<file path="src/core/rsv_defs.svh">
//==============================================================
`ifndef RSV_DEFS_SVH
`define RSV_DEFS_SVH
// register addresses, bit 3 selects the second channel for the vector register only (4'ha against 4'h2), 4'h8 is interrupt enable
`define RSV_A_DATA 4'h0
`define RSV_A_STAT 4'h1
`define RSV_A_VEC_A 4'h2
`define RSV_A_CMD 4'h3
`define RSV_A_CTRL 4'h4
`define RSV_A_VWR 4'h5
`define RSV_A_IST 4'h6
`define RSV_A_ICLR 4'h7
`define RSV_A_IEN 4'h8
`define RSV_A_VEC_B 4'ha
// command field and code
`define RSV_CMD_MSB 5
`define RSV_CMD_LSB 3
`define RSV_CMD_ERR_RST 3'h6
// control fields
`define RSV_C_SAV 0
`define RSV_C_PEN 1
`define RSV_C_PODD 2
`define RSV_C_MODE_MSB 4
`define RSV_C_MODE_LSB 3
`define RSV_C_LEN_MSB 6
`define RSV_C_LEN_LSB 5
`define RSV_CTRL_RST 8'h60
`define RSV_VEC_RST 8'h00
// vector codes for bits 3..1
`define RSV_VC_SPEC 3'h7
`define RSV_VC_AVAIL 3'h6
`define RSV_VC_NONE 3'h3
// status and vector bit positions
`define RSV_S_SENT 0
`define RSV_S_RES_LSB 1
`define RSV_S_RES_MSB 3
`define RSV_S_PAR 4
`define RSV_S_OVR 5
`define RSV_S_CRC 6
`define RSV_S_EOF 7
`define RSV_V_LSB 1
`define RSV_V_MSB 3
// fifo and timing
`define RSV_DEPTH 2'h3
`define RSV_CLK_NS 100
`define RSV_BIT_NS 104167
`define RSV_HALF_CYC \
  ((`RSV_BIT_NS + 2 * `RSV_CLK_NS - 1) / (2 * `RSV_CLK_NS))
`define RSV_RES_OFS 3'h4
`endif

</file>
<file path="src/core/rsv_pkg.sv">
//==============================================================
// types of the receive status block
package rsv_pkg;
  typedef enum logic [1:0]
  {
    RSV_ASYNC = 2'b00,
    RSV_SYNC = 2'b01,
    RSV_SDLC = 2'b10
  } rsv_mode_t;
  // one received character with its status
  typedef struct packed {
    logic [7:0] data;
    logic par;
    logic crc;
    logic ovr;
    logic eof;
    logic [2:0] res;
  } rsv_ent_t;
  // all state of the block
  typedef struct packed {
    rsv_ent_t [2:0] fifo;
    logic [1:0] cnt;
    logic par_l;
    logic ovr_l;
    logic [7:0] ctrl;
    logic [7:0] vec;
    logic [1:0] ist;
    logic [1:0] ien;
    logic [7:0] rdata;
    logic [9:0] hold;
  } rsv_state_t;
endpackage : rsv_pkg

</file>
<file path="src/core/rsv_top.sv">
// Added by the designer: the plain strobed port and the register offsets.
`timescale 1ns/1ns
`include "rsv_defs.svh"
module rsv_top
  import rsv_pkg::*;
(
  input wire logic clock_i,
  input wire logic nrst_i,
  input wire logic [3:0] addr_i,
  input wire logic [7:0] wdata_i,
  input wire logic wr_i,
  input wire logic rd_i,
  output logic [7:0] rdata_o,
  input wire logic [7:0] rx_char_i,
  input wire logic rx_par_i,
  input wire logic rx_valid_i,
  input wire logic frame_err_i,
  input wire logic crc_err_i,
  input wire logic close_flag_i,
  input wire logic [2:0] resid_bits_i,
  input wire logic all_sent_i,
  output logic rx_hold_o,
  output logic irq_o
);

  //==============================================================
  // state and decode
  rsv_state_t s_r;
  rsv_state_t s_nxt;
  rsv_mode_t mode;
  logic [1:0] len;
  logic [7:0] mask;
  logic push;
  logic pop;
  logic er;
  logic par_bad;
  logic [2:0] n;
  logic [2:0] code;
  logic [1:0] pend;
  logic [1:0] ist_set;
  logic [7:0] stat;
  logic [7:0] vec_rd;
  logic [3:0] shamt;
  rsv_ent_t ent;

  // control fields and strobes
  assign mode = rsv_mode_t'(s_r.ctrl[`RSV_C_MODE_MSB:`RSV_C_MODE_LSB]);
  assign len = s_r.ctrl[`RSV_C_LEN_MSB:`RSV_C_LEN_LSB];
  assign push = rx_valid_i | close_flag_i;
  assign pop = rd_i & (addr_i == `RSV_A_DATA) & (s_r.cnt != 2'h0);
  assign er = wr_i & (addr_i == `RSV_A_CMD)
    & (wdata_i[`RSV_CMD_MSB:`RSV_CMD_LSB] == `RSV_CMD_ERR_RST);

  //==============================================================
  // incoming character classification
  always_comb
  begin
    case (len)
      2'h0: mask = 8'h1f;
      2'h1: mask = 8'h3f;
      2'h2: mask = 8'h7f;
      default: mask = 8'hff;
    endcase
  end

  // parity against programmed sense
  assign par_bad = (^(rx_char_i & mask)) ^ rx_par_i
    ^ s_r.ctrl[`RSV_C_PODD];

  // residue counter offset by length, bits read reversed
  assign n = resid_bits_i + `RSV_RES_OFS - {len[1:0], 1'b0};
  assign code = {n[0], n[1], n[2]};
  assign shamt = 4'h8 - {1'b0, resid_bits_i};

  // build the entry for a new character
  always_comb
  begin
    ent = '0;
    ent.data = rx_char_i;
    if (close_flag_i && (resid_bits_i != 3'h0))
    begin
      ent.data = rx_char_i >> shamt;
    end
    ent.par = s_r.ctrl[`RSV_C_PEN] & par_bad & rx_valid_i;
    if (mode == RSV_ASYNC)
    begin
      ent.crc = frame_err_i;
    end
    else
    begin
      ent.crc = crc_err_i;
    end
    ent.eof = close_flag_i & (mode == RSV_SDLC);
    if (ent.eof)
    begin
      ent.res = code;
    end
  end

  //==============================================================
  // next state
  always_comb
  begin
    s_nxt = s_r;
    ist_set = 2'h0;
    // error reset clears latches and the head crc and end of frame flags, not the head overrun tag
    if (er)
    begin
      s_nxt.par_l = 1'b0;
      s_nxt.ovr_l = 1'b0;
      s_nxt.fifo[0].crc = 1'b0;
      s_nxt.fifo[0].eof = 1'b0;
    end
    // reading a character pops it, overrun tag latches
    if (pop)
    begin
      if (s_r.fifo[0].ovr)
      begin
        s_nxt.ovr_l = 1'b1;
      end
      s_nxt.fifo[0] = s_nxt.fifo[1];
      s_nxt.fifo[1] = s_nxt.fifo[2];
      s_nxt.fifo[2] = '0;
      s_nxt.cnt = s_r.cnt - 2'h1;
    end
    // new character, overwrite the last one when full
    if (push)
    begin
      if (s_nxt.cnt == `RSV_DEPTH)
      begin
        s_nxt.fifo[2] = ent;
        s_nxt.fifo[2].ovr = 1'b1;
        ist_set[0] = 1'b1;
      end
      else
      begin
        s_nxt.fifo[s_nxt.cnt] = ent;
        s_nxt.cnt = s_nxt.cnt + 2'h1;
      end
      if (ent.par)
      begin
        s_nxt.par_l = 1'b1;
      end
      if (ent.par | ent.crc | ent.eof)
      begin
        ist_set[0] = 1'b1;
      end
      ist_set[1] = 1'b1;
      if ((mode == RSV_ASYNC) && frame_err_i)
      begin
        s_nxt.hold = 10'(`RSV_HALF_CYC);
      end
    end
    // half bit extension countdown
    if ((s_r.hold != 10'h0) && (s_nxt.hold == s_r.hold))
    begin
      s_nxt.hold = s_r.hold - 10'h1;
    end
    // register writes
    if (wr_i)
    begin
      case (addr_i)
        `RSV_A_CTRL: s_nxt.ctrl = wdata_i;
        `RSV_A_VWR: s_nxt.vec = wdata_i;
        `RSV_A_IEN: s_nxt.ien = wdata_i[1:0];
        `RSV_A_ICLR: s_nxt.ist = s_r.ist & ~wdata_i[1:0];
        default: s_nxt.ctrl = s_nxt.ctrl;
      endcase
    end
    // events of this cycle win over a clear
    s_nxt.ist = s_nxt.ist | ist_set;
    // register reads, data valid the cycle after the strobe
    s_nxt.rdata = 8'h00;
    if (rd_i)
    begin
      case (addr_i)
        `RSV_A_DATA: s_nxt.rdata = (s_r.cnt != 2'h0) ?
          s_r.fifo[0].data : 8'h00;
        `RSV_A_STAT: s_nxt.rdata = stat;
        `RSV_A_VEC_B: s_nxt.rdata = vec_rd;
        `RSV_A_CTRL: s_nxt.rdata = s_r.ctrl;
        `RSV_A_IST: s_nxt.rdata = {6'h00, s_r.ist};
        `RSV_A_IEN: s_nxt.rdata = {6'h00, s_r.ien};
        default: s_nxt.rdata = 8'h00;
      endcase
    end
  end

  //==============================================================
  // status byte of the head character
  always_comb
  begin
    stat = 8'h00;
    stat[`RSV_S_SENT] = all_sent_i;
    stat[`RSV_S_PAR] = s_r.par_l;
    stat[`RSV_S_OVR] = s_r.ovr_l
      | ((s_r.cnt != 2'h0) & s_r.fifo[0].ovr);
    if (s_r.cnt != 2'h0)
    begin
      stat[`RSV_S_CRC] = s_r.fifo[0].crc;
      stat[`RSV_S_EOF] = s_r.fifo[0].eof;
      if (s_r.fifo[0].eof)
      begin
        stat[`RSV_S_RES_MSB:`RSV_S_RES_LSB] = s_r.fifo[0].res;
      end
    end
  end

  //==============================================================
  // vector readback with status modification
  assign pend = s_r.ist & s_r.ien;
  always_comb
  begin
    vec_rd = s_r.vec;
    if (s_r.ctrl[`RSV_C_SAV])
    begin
      if (pend[0])
      begin
        vec_rd[`RSV_V_MSB:`RSV_V_LSB] = `RSV_VC_SPEC;
      end
      else if (pend[1])
      begin
        vec_rd[`RSV_V_MSB:`RSV_V_LSB] = `RSV_VC_AVAIL;
      end
      else
      begin
        vec_rd[`RSV_V_MSB:`RSV_V_LSB] = `RSV_VC_NONE;
      end
    end
  end

  //==============================================================
  // state register
  always_ff @(posedge clock_i or negedge nrst_i)
  begin
    if (!nrst_i)
    begin
      s_r <= '0;
      s_r.ctrl <= `RSV_CTRL_RST;
      s_r.vec <= `RSV_VEC_RST;
    end
    else
    begin
      s_r <= s_nxt;
    end
  end

  // outputs
  assign rdata_o = s_r.rdata;
  assign rx_hold_o = (s_r.hold != 10'h0);
  assign irq_o = |pend;
endmodule : rsv_top

</file>
<file path="config.mk">
export PLATFORM = sky130hd
export DESIGN_NAME = rsv_top
export DESIGN_NICKNAME = d
export VERILOG_FILES = /design/src/core/rsv_pkg.sv /design/src/core/rsv_top.sv
export VERILOG_INCLUDE_DIRS = /design/src /design/src/core
export SDC_FILE = /design/constraint.sdc
export NUM_CORES = 1
export LEC_CHECK = 0
export ABC_AREA = 1
export BUFFER_PORTS_ARGS = -buffer_cell sky130_fd_sc_hd__buf_2
export CAP_MARGIN = 10
export CORE_UTILIZATION = 54
export CTS_CLUSTER_SIZE = 10
export DETAILED_ROUTE_END_ITERATION = 10
export PLACE_DENSITY = 0.86
export SLEW_MARGIN = 20
export SYNTH_ARGS = -nofsm -noshare
export SYNTH_HDL_FRONTEND = slang
export SYNTH_SLANG_ARGS = --single-unit
export TNS_END_PERCENT = 5
</file>
<file path="constraint.sdc">
create_clock -name clock_i -period 1.75 [get_ports clock_i]
set_input_delay 0.0875 -clock clock_i [delete_from_list [all_inputs] [get_ports clock_i]]
set_output_delay 0.0875 -clock clock_i [all_outputs]
set_load 0.01 [all_outputs]
</file>
## Yosys cells after proc, flatten, opt, wreduce, memory -nomap -nowiden

Index checks and enable logic that the tools add are counted.
Widths: inputs -> output; s select.

- Register bits after elaboration: 87
- Input port bits: 33
- Output and inout bits: 10
- Word-level logic and storage cells: 119

- Add/subtract/negate cells: 6
- $lt $le $gt $ge: 2
- Equal/unequal tests: 14
- Shift-type cells: 1
- Muxes and demuxes: 35
- Bitwise gates (word level): 19
- Reductions and logical operators: 15

Operator list:

| cell | number |
|---|---|
| $mux 48 | 1 |
| $pmux 8 s6 | 1 |
| $mux 47 | 1 |
| $bwmux 45 | 1 |
| $mux 32 | 1 |
| $demux 15 s2 | 1 |
| $mux 10 | 3 |
| $mux 15 | 2 |
| $mux 8 | 3 |
| $pmux 8 s3 | 1 |
| $mux 3 | 6 |
| $eq 4x3->1 const B | 4 |
| $eq 10x10->1 | 1 |
| $mux 2 | 5 |
| $reduce_bool 10->1 | 1 |
| $sub 10x1->10 const B | 1 |
| $and 1x1->1 | 8 |
| $and 8x8->8 | 1 |
| $eq 4x4->1 const B | 2 |
| $mux 1 | 8 |
| $reduce_xor 8->1 | 1 |
| $shr 8x4->8 | 1 |
| $eq 2x2->1 const B | 3 |
| $reduce_and 2->1 | 3 |
| other kinds (23) | 32 |

## Depth between registers and ports, before layout

- Depth after elaboration: 13
- Gate-level depth with buffers: 13
- Gate-level depth less buffers: 12

## Worst setup path after synthesis

OpenSTA, ideal clock, no wires.

- Kind: register -> register
- Start: reg s_r[40] in the netlist's numbering
- End: reg s_r[56] in the netlist's numbering
- Library setup time: 0.128 ns
- Arrival time: 1.610 ns
- Required time: 1.622 ns
- Path slack: 0.012 ns
- Cell stages (with the launch flop): 12
- Cell sequence: dfrtp_1 > inv_1 > ha_1 > nor2_8 > nand2_4 > nand2_2 > nand2_4 > nor3_4 > inv_2 > buf_6 > nand2_1 > o21ai_2

RTL lines:

| element | RTL line | source |
|---|---|---|
| start, declared | rsv_top.sv:28 | `rsv_state_t s_r;` |
| start signal, assigned | rsv_top.sv:244 | `s_r <= s_nxt;` |

==> metrics <==
hold path start=all_sent_i; FILL cells=636; Die Ht=95.24 um; first-pass GRT wire length=20.10 mm; Worst Hold Class=primary input to register; # rows=33; sequential cell area=2106 um^2; Sink Count=84; dpl ws=-0.07173 ns; Setup violations, final=3; cts bufs inserted=9; WL final=12.74 mm; VDD IR max=0.5475 mV; Startpoint Class=register; CTS tree=yes; largest area contributor in the netlist=dfrtp_1; Max Fclk=541.8 MHz; Clock Skew=0.01838 ns; port bufs=42; Via Count=4499; DRT iter0 DRCs=447; Yosys cell types=39; Synth top area share=43.71%; HPWL Detailed=8.800 mm; Final Hold Fails=0; non-filler cells, final=791; largest net degree at the start of global routing=53; Post-Syn Area per Cell=7.747 um^2; Worst Setup SP=len[0]; CTS HTree Levels=3; reg-to-reg slack, setup=-0.1 ns; normalized max-slew margin=71.19%; CP arrival=2.12 ns; Detail Route Antenna Nets=0; GRT Util Overall=29.18%; total die area=9071 um^2; final core utilization=68.02%; CTS clk-pin slew, worst paths=0.09 ns; Die X=95.24 um; Multi-input gate area=2240 um^2; Worst Slack Setup Final=-0.09562 ns; # placed instances=763; Avg WL per Cell=16.10 um; RSZ-0062 raised after global routing=true; register bit total from synthesis=84; DRC Markers=0; Pwr per Cell Area=1023 nW/um^2; syn_nets=644; Worst Tran Pin Value=0.4321 ns; area grow syn2layout=20.26%; post-synthesis cell area=4695 um^2; max-cap violation count=0; Core ar.=8299 um^2; drt pass-1 iters=5; sequential area share after synthesis=44.83%; total gr overflow=0; ANT cells=0; reg2reg start=len[0]; outcome=finished, violations left; Gate Count Post-Synth=606; WP data required=2.03 ns; Layout Nets=719; Post-synth EDFFs=0; clock root cell=clkbuf_8; Tcrit/Tclk final=105.5%; Starting Density=56.57%; Worst setup EP type=register; hold_ws=0.006667 ns; IO Pins=43; Clock Latency Late Sink=0.36 ns; layout cells sized above 1=21.14%; R2R depth=8; yosys warns=0; vias per cell=5.688; vias in the first global route=4322; synth top area cells=dfrtp_1, nand2_1, o21ai_0, inv_1, nor2_1; Tot Pwr=5.774 mW; initial antenna violation count=0; Reg-to-Reg End=s_r[57]; Crit Path Class=register to register; failing checks=negative setup slack; CTS max path bufs=2; Setup crit end=s_r[57]; leakage=2.901 nW; Final Wtd Congestion=0.9199; Post-synth top flop=dfrtp_1; max-slew violation total from the final report=0; crit-path max FO=3; Post-synth ARST share=100.0%; post-layout min period=1.846 ns
## timing repair
action | in CTS | in global routing
endpoints found under the hold margin | 43 | 0
pin swaps | 2 | 6
setup buffers | 1 | 1
gates resized for setup | 8 | 18
gates cloned | 0 | 1
endpoints found under the setup margin | 43 | 51
hold buffers | 9 | 0
## kinds of logic after synthesis
logic type,share of synthesized area (%)
AO/OA/AOI/OAI,14.45
XOR/XNOR,1.306
adder cells (fa/ha/maj),1.333
buffers and inverters,9.408
flip-flops,44.83
multiplexers,3.945
AND/OR/NAND/NOR,24.73
## synthesized netlist by cell type (2+ instances only)
cell      number
a31oi_1        2
nand4_1        5
buf_4         10
xor2_1         6
o22ai_1        6
inv_2          5
nand2_4        2
o31ai_1        2
ha_1           5
nand2_1      181
buf_6          3
o21ai_0       54
nor2_4         3
clkbuf_1       6
dfrtp_1       82
o21ai_1       14
a41oi_1        2
mux2_2        12
dfstp_2        2
a21oi_1       24
or2_2          2
nand2_2        5
mux2i_1        5
nand3_1       26
nor2_2         2
nor2_1        40
inv_1         71
o21ai_2        2
a22oi_1        5
buf_2          5
nor3_1         3
o211ai_1       7
## critical path, cell delays in order (launching register included)
cell and delay, ns:
dfstp_2 0.54, inv_1 0.07, ha_4 0.27, xor2_1 0.16
inv_1 0.10, or2_4 0.26, a21oi_4 0.19, nand2_1 0.08
o21ai_1 0.09
## cells in the final DEF (no fill, tap or decap), types with 3 or more instances in the layout
cell / instances
nor2_4: 4
nor3_1: 3
dlygate4sd3_1: 9
a21oi_1: 22
nand2_1: 179
o21ai_0: 53
nand3_1: 25
nand4_1: 5
nor2_2: 3
mux2_2: 12
inv_1: 69
nand2_4: 4
ha_1: 3
nand2_2: 5
inv_2: 6
nor2_1: 38
buf_4: 30
mux2i_1: 5
o21ai_2: 3
clkbuf_8: 9
xor2_1: 6
buf_6: 3
buf_12: 4
buf_2: 41
o211ai_1: 7
a22oi_1: 5
o21ai_1: 14
dfrtp_1: 81
o22ai_1: 6
## how the worst min path moves through the flow
stage                       endpoint  slack, ns  cells after the start
after floorplan              mode[0]      -0.21                      0
after global placement       s_r[22]       0.05                      1
after detailed placement     s_r[22]       0.06                      1
after CTS                 rdata_o[0]      0.001                      3
after global routing      rdata_o[0]      0.004                      3
final                     rdata_o[0]      0.007                      3
## through the flow
stage	cell area (um^2)	TNS, ns
floorplan	4695	0
global placement	5175	0
detailed placement	5175	-0.3846
CTS	5532	-0.006203
global route	5645	-0.4447
finish	5645	-0.1956
## area by class of cell
type	count	area share, %
multi-input combinational	422	39.67
sequential	84	37.30
timing repair buffer	88	11.68
inverter	76	5.098
tap	105	2.327
clock buffer	10	2.261
clock inverter	6	1.662
## metal layers
metal,track usage [%],vias to the layer above,part of all wire (%)
li1,-,2104,-
met1,36.35,2129,40
met2,50.24,218,50
met3,5.821,48,7.3
met4,10.10,0,3.3
met5,0,-,0
## flip-flops by register name, summed over array words and instances (netlist names)
name / flops
s_r: 72
rdata_o: 8
len: 2
mode: 2
## power breakdown
| part | switching (mW) | internal, mW |
|---|---|---|
| logic | 0.907 | 0.641 |
| registers | 0.319 | 2.34 |
| clock network | 0.746 | 0.817 |
Note: power is estimated with default switching activity, not from simulation.
